## src/include/ppc_pkg.sv

```systemverilog
/*
  Package for the port pad control block: register offsets, reset values,
  field positions and the interrupt layout.
  Assumes an 8-bit register port with byte offsets as printed.
*/
package ppc_pkg;

  // ----------------------------------------------------------------------
  // register offsets
  // ----------------------------------------------------------------------
  localparam logic [7:0] OFS_P0_INPUT_MASK = 8'h84;
  localparam logic [7:0] OFS_P0_INPUT_SELECT = 8'h85;
  localparam logic [7:0] OFS_P0_PULLUP_N = 8'hB9;
  localparam logic [7:0] OFS_P1_PULLUP_N = 8'hBA;
  localparam logic [7:0] OFS_P3_PULLUP_N = 8'hBC;
  localparam logic [7:0] OFS_P0_OE_N = 8'hC0;
  localparam logic [7:0] OFS_P1_OE_N = 8'hC1;
  localparam logic [7:0] OFS_P3_OE_N = 8'hC2;
  localparam logic [7:0] OFS_IRQ_STATUS = 8'hC4;
  localparam logic [7:0] OFS_IRQ_MASK = 8'hC5;

  // ----------------------------------------------------------------------
  // reset values
  // ----------------------------------------------------------------------
  localparam logic [7:0] RST_P0_INPUT_MASK = 8'hFF;
  localparam logic [7:0] RST_P0_INPUT_SELECT = 8'h00;
  localparam logic [7:0] RST_P0_PULLUP_N = 8'hFF;
  localparam logic [7:0] RST_P1_PULLUP_N = 8'h7F;
  localparam logic [7:0] RST_P3_PULLUP_N = 8'hFF;
  localparam logic [7:0] RST_OE_N = 8'h00;
  localparam logic [7:0] RST_IRQ = 8'h00;

  // ----------------------------------------------------------------------
  // field positions and masks
  // ----------------------------------------------------------------------
  localparam int SEL_COMBINE_BIT = 0;
  localparam int SEL_WAKE_SRC_BIT = 1;
  localparam logic [7:0] SEL_WRITE_MASK = 8'h03;
  localparam logic [7:0] P1_CTRL_MASK = 8'h7F;
  localparam int P1_OUT_PIN = 7;
  localparam int IRQ_WAKE_BIT = 0;
  localparam int IRQ_COMBINE_FALL_BIT = 1;
  localparam logic [7:0] IRQ_USED_MASK = 8'h03;

endpackage : ppc_pkg

```

## src/include/ppc_wake_if.sv

```systemverilog
/*
  Interface between the pad control top and its wake-up selector.
  Assumes one clock domain shared by both ends.
*/
`timescale 1ns/1ns
interface ppc_wake_if;
  logic wake_source_select;
  logic external_irq_line_a;
  logic external_irq_line_b;
  logic sleep_timer_wakeup;
  logic wake_request;

  modport ctrl (
    output wake_source_select,
    output external_irq_line_a,
    output external_irq_line_b,
    output sleep_timer_wakeup,
    input wake_request
  );

  modport sel (
    input wake_source_select,
    input external_irq_line_a,
    input external_irq_line_b,
    input sleep_timer_wakeup,
    output wake_request
  );
endinterface : ppc_wake_if

```

## src/rtl/ppc_wake_sel.sv

```systemverilog
/*
  Wake-up source selector for power-down exit.
  Assumes inputs synchronous to sys_clk; output is registered.
*/
`timescale 1ns/1ns
module ppc_wake_sel (
  // clock and reset
  input wire logic sys_clk,
  input wire logic rst_n,
  // selector link
  ppc_wake_if.sel wk
);
  import ppc_pkg::*;

  logic next_wake;

  // ----------------------------------------------------------------------
  // source choice
  // ----------------------------------------------------------------------
  always_comb begin
    if (wk.wake_source_select) begin
      next_wake = wk.sleep_timer_wakeup;
    end else begin
      // level wake on either line
      next_wake = wk.external_irq_line_a | wk.external_irq_line_b;
    end
  end

  always_ff @(posedge sys_clk or negedge rst_n) begin
    if (!rst_n) begin
      wk.wake_request <= 1'b0;
    end else begin
      wk.wake_request <= next_wake;
    end
  end

endmodule : ppc_wake_sel

```

## src/rtl/ppc_pad_ctrl.sv

```systemverilog
/*
  Pad control for ports 0, 1 and 3: output enables, pull-up enables, the
  port-0 masked combine onto port-1 pin 7, wake-up source choice and a
  small interrupt status/mask pair.
  Assumes a single-cycle register port, pins synchronous to sys_clk and
  port data values supplied by the port data registers outside.
*/
// Added by the designer: the plain strobed port.
`timescale 1ns/1ns

module ppc_pad_ctrl (
  // clock and reset
  input wire logic sys_clk,
  input wire logic rst_n,
  // register port
  input wire logic [7:0] reg_addr,
  input wire logic [7:0] reg_wdata,
  input wire logic reg_write,
  input wire logic reg_read,
  output logic [7:0] reg_rdata,
  // port data values from the port data registers
  input wire logic [7:0] port0_data,
  input wire logic [7:0] port1_data,
  input wire logic [7:0] port3_data,
  // pad inputs
  input wire logic [7:0] port0_in,
  // pad drive
  output logic [7:0] port0_out,
  output logic [7:0] port0_oe,
  output logic [7:0] port1_out,
  output logic [7:0] port1_oe,
  output logic [7:0] port3_out,
  output logic [7:0] port3_oe,
  // pull-up controls, high while pull-up is on
  output logic [7:0] port0_pullup_on,
  output logic [7:0] port1_pullup_on,
  output logic [7:0] port3_pullup_on,
  // wake-up
  input wire logic external_irq_line_a,
  input wire logic external_irq_line_b,
  input wire logic sleep_timer_wakeup,
  output logic wake_request,
  // interrupt
  output logic irq
);
  import ppc_pkg::*;

  // ----------------------------------------------------------------------
  // registers
  // ----------------------------------------------------------------------
  logic [7:0] port0_input_mask;
  logic [7:0] port0_input_select;
  logic [7:0] port0_pullup_enable_n;
  logic [7:0] port1_pullup_enable_n;
  logic [7:0] port3_pullup_enable_n;
  logic [7:0] port0_output_enable_n;
  logic [7:0] port1_output_enable_n;
  logic [7:0] port3_output_enable_n;
  logic [7:0] irq_status;
  logic [7:0] irq_mask;
  logic masked_combine_select;
  logic wake_source_select;
  logic combined_output_pin;
  logic combine_prev;
  logic wake_prev;
  logic [7:0] next_rdata;
  logic [7:0] irq_events;
  logic [7:0] next_irq_status;
  logic status_read;

  assign masked_combine_select = port0_input_select[SEL_COMBINE_BIT];
  assign wake_source_select = port0_input_select[SEL_WAKE_SRC_BIT];

  // ----------------------------------------------------------------------
  // register writes, one flop group per register
  // ----------------------------------------------------------------------
  logic wr_p0_mask;
  logic wr_p0_select;
  logic wr_p0_pullup;
  logic wr_p1_pullup;
  logic wr_p3_pullup;
  logic wr_p0_oe;
  logic wr_p1_oe;
  logic wr_p3_oe;
  logic wr_irq_mask;

  assign wr_p0_mask = reg_write && (reg_addr == OFS_P0_INPUT_MASK);
  assign wr_p0_select = reg_write && (reg_addr == OFS_P0_INPUT_SELECT);
  assign wr_p0_pullup = reg_write && (reg_addr == OFS_P0_PULLUP_N);
  assign wr_p1_pullup = reg_write && (reg_addr == OFS_P1_PULLUP_N);
  assign wr_p3_pullup = reg_write && (reg_addr == OFS_P3_PULLUP_N);
  assign wr_p0_oe = reg_write && (reg_addr == OFS_P0_OE_N);
  assign wr_p1_oe = reg_write && (reg_addr == OFS_P1_OE_N);
  assign wr_p3_oe = reg_write && (reg_addr == OFS_P3_OE_N);
  assign wr_irq_mask = reg_write && (reg_addr == OFS_IRQ_MASK);

  always_ff @(posedge sys_clk or negedge rst_n) begin
    if (!rst_n) begin
      port0_input_mask <= RST_P0_INPUT_MASK;
    end else if (wr_p0_mask) begin
      port0_input_mask <= reg_wdata;
    end
  end

  always_ff @(posedge sys_clk or negedge rst_n) begin
    if (!rst_n) begin
      port0_input_select <= RST_P0_INPUT_SELECT;
    end else if (wr_p0_select) begin
      port0_input_select <= reg_wdata & SEL_WRITE_MASK;
    end
  end

  always_ff @(posedge sys_clk or negedge rst_n) begin
    if (!rst_n) begin
      port0_pullup_enable_n <= RST_P0_PULLUP_N;
    end else if (wr_p0_pullup) begin
      port0_pullup_enable_n <= reg_wdata;
    end
  end

  always_ff @(posedge sys_clk or negedge rst_n) begin
    if (!rst_n) begin
      port1_pullup_enable_n <= RST_P1_PULLUP_N;
    end else if (wr_p1_pullup) begin
      port1_pullup_enable_n <= reg_wdata & P1_CTRL_MASK;
    end
  end

  always_ff @(posedge sys_clk or negedge rst_n) begin
    if (!rst_n) begin
      port3_pullup_enable_n <= RST_P3_PULLUP_N;
    end else if (wr_p3_pullup) begin
      port3_pullup_enable_n <= reg_wdata;
    end
  end

  always_ff @(posedge sys_clk or negedge rst_n) begin
    if (!rst_n) begin
      port0_output_enable_n <= RST_OE_N;
    end else if (wr_p0_oe) begin
      port0_output_enable_n <= reg_wdata;
    end
  end

  always_ff @(posedge sys_clk or negedge rst_n) begin
    if (!rst_n) begin
      port1_output_enable_n <= RST_OE_N;
    end else if (wr_p1_oe) begin
      port1_output_enable_n <= reg_wdata & P1_CTRL_MASK;
    end
  end

  always_ff @(posedge sys_clk or negedge rst_n) begin
    if (!rst_n) begin
      port3_output_enable_n <= RST_OE_N;
    end else if (wr_p3_oe) begin
      port3_output_enable_n <= reg_wdata;
    end
  end

  always_ff @(posedge sys_clk or negedge rst_n) begin
    if (!rst_n) begin
      irq_mask <= RST_IRQ;
    end else if (wr_irq_mask) begin
      irq_mask <= reg_wdata & IRQ_USED_MASK;
    end
  end

  // ----------------------------------------------------------------------
  // read data, one cycle after the strobe
  // ----------------------------------------------------------------------
  always_comb begin
    unique case (reg_addr)
      OFS_P0_INPUT_MASK: next_rdata = port0_input_mask;
      OFS_P0_INPUT_SELECT: next_rdata = port0_input_select;
      OFS_P0_PULLUP_N: next_rdata = port0_pullup_enable_n;
      OFS_P1_PULLUP_N: next_rdata = port1_pullup_enable_n;
      OFS_P3_PULLUP_N: next_rdata = port3_pullup_enable_n;
      OFS_P0_OE_N: next_rdata = port0_output_enable_n;
      OFS_P1_OE_N: next_rdata = port1_output_enable_n;
      OFS_P3_OE_N: next_rdata = port3_output_enable_n;
      OFS_IRQ_STATUS: next_rdata = irq_status;
      OFS_IRQ_MASK: next_rdata = irq_mask;
      default: next_rdata = 8'h00;
    endcase
  end

  always_ff @(posedge sys_clk or negedge rst_n) begin
    if (!rst_n) begin
      reg_rdata <= 8'h00;
    end else if (reg_read) begin
      reg_rdata <= next_rdata;
    end else begin
      reg_rdata <= 8'h00;
    end
  end

  // ----------------------------------------------------------------------
  // masked combine of port 0
  // ----------------------------------------------------------------------
  wire logic [7:0] combine_terms;

  for (genvar i = 0; i < 8; i++) begin : g_combine
    assign combine_terms[i] = port0_in[i] | port0_input_mask[i];
  end

  assign combined_output_pin = &combine_terms;

  // ----------------------------------------------------------------------
  // pad drive, enables active high towards the pad
  // ----------------------------------------------------------------------
  always_ff @(posedge sys_clk or negedge rst_n) begin
    if (!rst_n) begin
      port0_out <= 8'h00;
      port0_oe <= 8'h00;
    end else begin
      port0_out <= port0_data;
      port0_oe <= ~port0_output_enable_n;
    end
  end

  always_ff @(posedge sys_clk or negedge rst_n) begin
    if (!rst_n) begin
      port3_out <= 8'h00;
      port3_oe <= 8'h00;
    end else begin
      port3_out <= port3_data;
      port3_oe <= ~port3_output_enable_n;
    end
  end

  always_ff @(posedge sys_clk or negedge rst_n) begin
    if (!rst_n) begin
      port1_out <= 8'h00;
      port1_oe <= 8'h00;
    end else begin
      port1_out[P1_OUT_PIN-1:0] <= port1_data[P1_OUT_PIN-1:0];
      port1_oe[P1_OUT_PIN-1:0] <= ~port1_output_enable_n[P1_OUT_PIN-1:0];
      port1_oe[P1_OUT_PIN] <= 1'b1;
      if (masked_combine_select) begin
        port1_out[P1_OUT_PIN] <= combined_output_pin;
      end else begin
        port1_out[P1_OUT_PIN] <= port1_data[P1_OUT_PIN];
      end
    end
  end

  // ----------------------------------------------------------------------
  // pull-up controls
  // ----------------------------------------------------------------------
  always_ff @(posedge sys_clk or negedge rst_n) begin
    if (!rst_n) begin
      port0_pullup_on <= 8'h00;
    end else begin
      port0_pullup_on <= ~port0_pullup_enable_n;
    end
  end

  always_ff @(posedge sys_clk or negedge rst_n) begin
    if (!rst_n) begin
      port1_pullup_on <= 8'h00;
    end else begin
      port1_pullup_on <= ~port1_pullup_enable_n & P1_CTRL_MASK;
    end
  end

  always_ff @(posedge sys_clk or negedge rst_n) begin
    if (!rst_n) begin
      port3_pullup_on <= 8'h00;
    end else begin
      port3_pullup_on <= ~port3_pullup_enable_n;
    end
  end

  // ----------------------------------------------------------------------
  // wake-up selector
  // ----------------------------------------------------------------------
  ppc_wake_if wk_if ();

  assign wk_if.wake_source_select = wake_source_select;
  assign wk_if.external_irq_line_a = external_irq_line_a;
  assign wk_if.external_irq_line_b = external_irq_line_b;
  assign wk_if.sleep_timer_wakeup = sleep_timer_wakeup;
  assign wake_request = wk_if.wake_request;

  ppc_wake_sel u_wake_sel (
    .sys_clk(sys_clk),
    .rst_n(rst_n),
    .wk(wk_if.sel)
  );

  // ----------------------------------------------------------------------
  // interrupt status: rising wake, falling combine result
  // ----------------------------------------------------------------------
  always_ff @(posedge sys_clk or negedge rst_n) begin
    if (!rst_n) begin
      combine_prev <= 1'b1;
      wake_prev <= 1'b0;
    end else begin
      combine_prev <= combined_output_pin;
      wake_prev <= wake_request;
    end
  end

  assign status_read = reg_read && (reg_addr == OFS_IRQ_STATUS);

  always_comb begin
    irq_events = 8'h00;
    irq_events[IRQ_WAKE_BIT] = wake_request & ~wake_prev;
    irq_events[IRQ_COMBINE_FALL_BIT] = masked_combine_select &
                                       combine_prev & ~combined_output_pin;
    // a new event beats the clear-on-read
    if (status_read) begin
      next_irq_status = irq_events;
    end else begin
      next_irq_status = irq_status | irq_events;
    end
  end

  always_ff @(posedge sys_clk or negedge rst_n) begin
    if (!rst_n) begin
      irq_status <= RST_IRQ;
    end else begin
      irq_status <= next_irq_status;
    end
  end

  always_ff @(posedge sys_clk or negedge rst_n) begin
    if (!rst_n) begin
      irq <= 1'b0;
    end else begin
      irq <= |(next_irq_status & irq_mask);
    end
  end

endmodule : ppc_pad_ctrl

```

## config.mk

```make
export PLATFORM = sky130hd
export DESIGN_NAME = ppc_pad_ctrl
export DESIGN_NICKNAME = d
export VERILOG_FILES = /design/src/include/ppc_pkg.sv /design/src/include/ppc_wake_if.sv /design/src/rtl/ppc_wake_sel.sv /design/src/rtl/ppc_pad_ctrl.sv
export SDC_FILE = /design/constraint.sdc
export NUM_CORES = 1
export LEC_CHECK = 0
export BUFFER_PORTS_ARGS = -buffer_cell sky130_fd_sc_hd__buf_2
export CAP_MARGIN = 20
export CORE_UTILIZATION = 30
export CTS_CLUSTER_DIAMETER = 150
export DETAILED_ROUTE_END_ITERATION = 16
export GPL_TIMING_DRIVEN = 0
export PLACE_DENSITY = 0.57
export SETUP_SLACK_MARGIN = 0.1
export SYNTH_ARGS = -nofsm -noshare
export SYNTH_HDL_FRONTEND = slang
export SYNTH_SLANG_ARGS = --single-unit
```

## constraint.sdc

```tcl
create_clock -name sys_clk -period 3.5 [get_ports sys_clk]
set_clock_uncertainty 0.05 [all_clocks]
set_input_delay 0.175 -clock sys_clk [delete_from_list [all_inputs] [get_ports sys_clk]]
set_output_delay 0.175 -clock sys_clk [all_outputs]
set_load 0.01 [all_outputs]
```

==> impl_results.md <==
- HPWL Detailed: about 9.1 mm
- Placement row count: 48
- Type of the worst min-delay path: input pin to flop
- Cells on Worst Hold Path: 2
- Overall fraction of global-route tracks in use: 14.88%
- Unique cell type count in the Yosys netlist: 46
- Period minus WS final: ~1.9 ns
- Required time at the endpoint of the critical path: 3.75 ns
- Antenna violation net count after detailed routing: 0
- Flop and latch count out of synthesis: 143
- Synthesized Nets: 426
- Result of the run: finished clean
- Max-Cap Viols: 0
- Pwr/cell area: 515.8 mW/mm^2
- Share of synthesized cell area in full adder, half adder and majority cells: 0%
- Buffers and inverters on the worst path: 0
- Area used by multi-input combinational logic: about 0.0015 sq mm
- Cells along the critical path: o22ai_1, nor4_1, o2bb2ai_1, a22o_1
- Static power due to leakage: 3.127 nW
- Largest family of logic cells by synthesized area: multiplexers
- Number of setup buffers added after CTS: 0
- Die height: approximately 140 um
- Number of instances in the synthesized netlist: 371
- Sequential cell area: 0.003618 sq mm
- Antenna violations before repair: 1
- Number of filler cells placed in the layout: 1,663
- Final routed DRC violation total: 0
- Cell class contributing the biggest share of worst-path delay: simple AND/OR/NAND/NOR gates
- Global-route wire length before repair: just under 20 mm
- Vias post-DR: 3,418
- Ports: 137
- Reg2Reg Launch Point: port0_input_mask[4]
- Highest cell delay on the worst timing path: 0.65 ns
- Final net count: 606
- Element type at the critical path end: flop
- Number of DRC markers after the initial detailed-route iteration: 154
- CTS Hold Buffers Added: 28
- Maximum clock frequency: between 500 and 600 MHz
- Startpoint of the worst hold path: reg_wdata[3]
- Reg2reg end: irq
- Antenna fix cells: 0
- Number of cells in the finished layout apart from fillers: 789
- Most common cell in the synthesized netlist: dfrtp_1
- Number of buffer cells added on primary ports: ~130
- Length in cells of the worst reg-to-reg path: 4
- Reg2Reg Setup Slack: between 1.5 and 2 ns
- Mean area per synthesized cell: 14.46 sq um
- H-tree lvl count: 4
- Number of enable flip-flop cells after synthesis: 0
- Clock tree from TritonCTS: built
- XOR/XNOR Fraction of Synth Area: less than 1%
- Category of the worst setup path launch point: flop
- Chip Width: between 100 and 150 um
- Number of sinks driven by the clock tree: 143
- Maximum fanout along the worst path: 3
- Worst hold endpoint: port0_input_mask[3]
- Floorplan core area: 0.01736 sq mm
- Critical path arrival: 2.12 ns
- Final worst-path cycle share: 53.31%
- Clock Path Buffers: 2
- Basic-gate share of the synthesized area counting and, or, nand and nor cells: 5.972%
- CTS resizes: 0
- Number of detailed-routing iterations run before antenna repair: 5
- Unrepaired setup endpoints after global routing: false
- Worst-skew pair later-pin latency: 0.42 ns
- Instance count after placement with tap cells included: roughly 730
- Asr flop ratio synth: 100.0%
- Via count of the first global-routing pass: 3,656
- Inserted Clock Buffers: 17
- Largest net degree at the start of global routing: 90
- Post-synth top area share: 51.78%
- Critical path class: flop to flop
- Avg WL per Cell: 16.27 um
- Post-synth top area cell: dfrtp_1
- Sum of routed wire length over all layers: 12.83 mm
- Worst slew margin relative to its limit: 51.90%
- Clock-pin slew on the worst setup and hold paths: 0.06 ns
- Share of cell area taken by muxes after synthesis: between 10% and 20%
- Biggest area contributors in the synthesized netlist: dfrtp_1 (52%), dfstp_2 (16%), mux2_2 (10%), inv_1 (3.4%), mux2_4 (2.2%)
- Layout-stage area growth over the synthesis result: 33.57%
- Avg Vias per Cell: 4.332
- Final count of hold timing violations: 0
- Post-synth top flop: dfrtp_1
- GR Overflow Total: 0
- Share of post-route cells with drive strength above 1: roughly half
- Final slew viol count: 0
- Netlist area before placement: 0.005364 sq mm
- Register area share after synthesis: between 60% and 70%
- Critical Path Slowest Stage Cell: nor4_1
- Post-layout util: 41.28%
- Final setup violation count: 0
- Die ar.: about 0.018 sq mm
- Clock root buffer: clkbuf_16
- Synth Warn #: 0
- Maximum VDD drop: 0.0003193 V
- Total negative slack for setup checks: 0 ns
- Least-Margin Pin Slew: 0.7149 ns
- Initial Util: 30.90%
- Area fraction in compound gates after synthesis: 7.091%
- Post-synth top cells: dfrtp_1 (111), inv_1 (49), mux2_2 (49)
- RD Place Congestion: 0.7560
-- placed cells by master (no fill, tap or decap), drive strengths merged, types with 7 or more instances in the layout --
cell type    count
o21ai            8
mux2            59
a22oi            9
dfrtp          111
mux2i            8
buf            141
clkbuf          24
dlygate4sd3     28
inv             49
dfstp           32
a21oi            7
nor2             7
nand2           20
a22o            13
-- cells by family after synthesis --
| family | after synthesis |
|---|---|
| XOR/XNOR | 1 |
| other | 2 |
| flip-flops | 143 |
| AO/OA/AOI/OAI | 51 |
| AND/OR/NAND/NOR | 47 |
| multiplexers | 67 |
| buffers and inverters | 60 |
-- final cells by class --
class                   count  share of cell area [%]
well taps                 225                   3.929
flip-flops and latches    143                   50.51
plain buffers              11                  0.9780
clock inverters            11                   1.310
multi-input cells         168                   20.82
inverters                  49                   2.567
clock buffers              21                   6.287
repair buffers            161                   13.60
-- worst max path at each step --
stage	startpoint	slack (ns)	cells after the start	end
after floorplan	reg_addr[3]	1.89	5	port0_input_select[0]
after global placement	rst_n	0.34	1	port3_pullup_on[5]
after detailed placement	reg_addr[3]	1.29	5	port3_output_enable_n[6]
after CTS	port0_input_mask[0]	1.62	4	irq
after global routing	port0_input_mask[0]	1.51	4	irq
final	port0_input_mask[4]	1.63	4	irq
-- report_power, final --
group / leakage (nW) / internal, W / total, W / switching [W]
clock: 0.259 / 0.000988 / 0.00165 / 0.000662
sequential: 1.57 / 0.00174 / 0.00178 / 0.0000374
combinational: 1.29 / 0.000122 / 0.000264 / 0.000142
-- worst reg2reg max path, cell delays in order (launching register included) --
cell	delay (ns)
dfstp_2	0.55
o22ai_1	0.09
nor4_1	0.65
o2bb2ai_1	0.16
a22o_1	0.27
-- routing by layer --
layer / share of wire (%) / GRT usage (%)
met1: 43 / 17.66
met2: 50 / 24.91
met3: 5.8 / 4.190
met4: 0.61 / 6.742
met5: 0 / 0
-- stage by stage --
step	worst slack, ns	hold WS [ns]	instance area, sq um	total power (W)
global placement	0.3401	0.2333	6306	0.002042
CTS	1.622	0.03529	7164	0.003760
global route	1.506	0.05662	7164	0.003873
floorplan	1.894	-0.1706	5364	0.001903
detailed placement	1.291	0.1228	6340	0.002056
finish	1.634	0.04479	7164	0.003695
No activity file was read; power rests on OpenSTA's default activity.
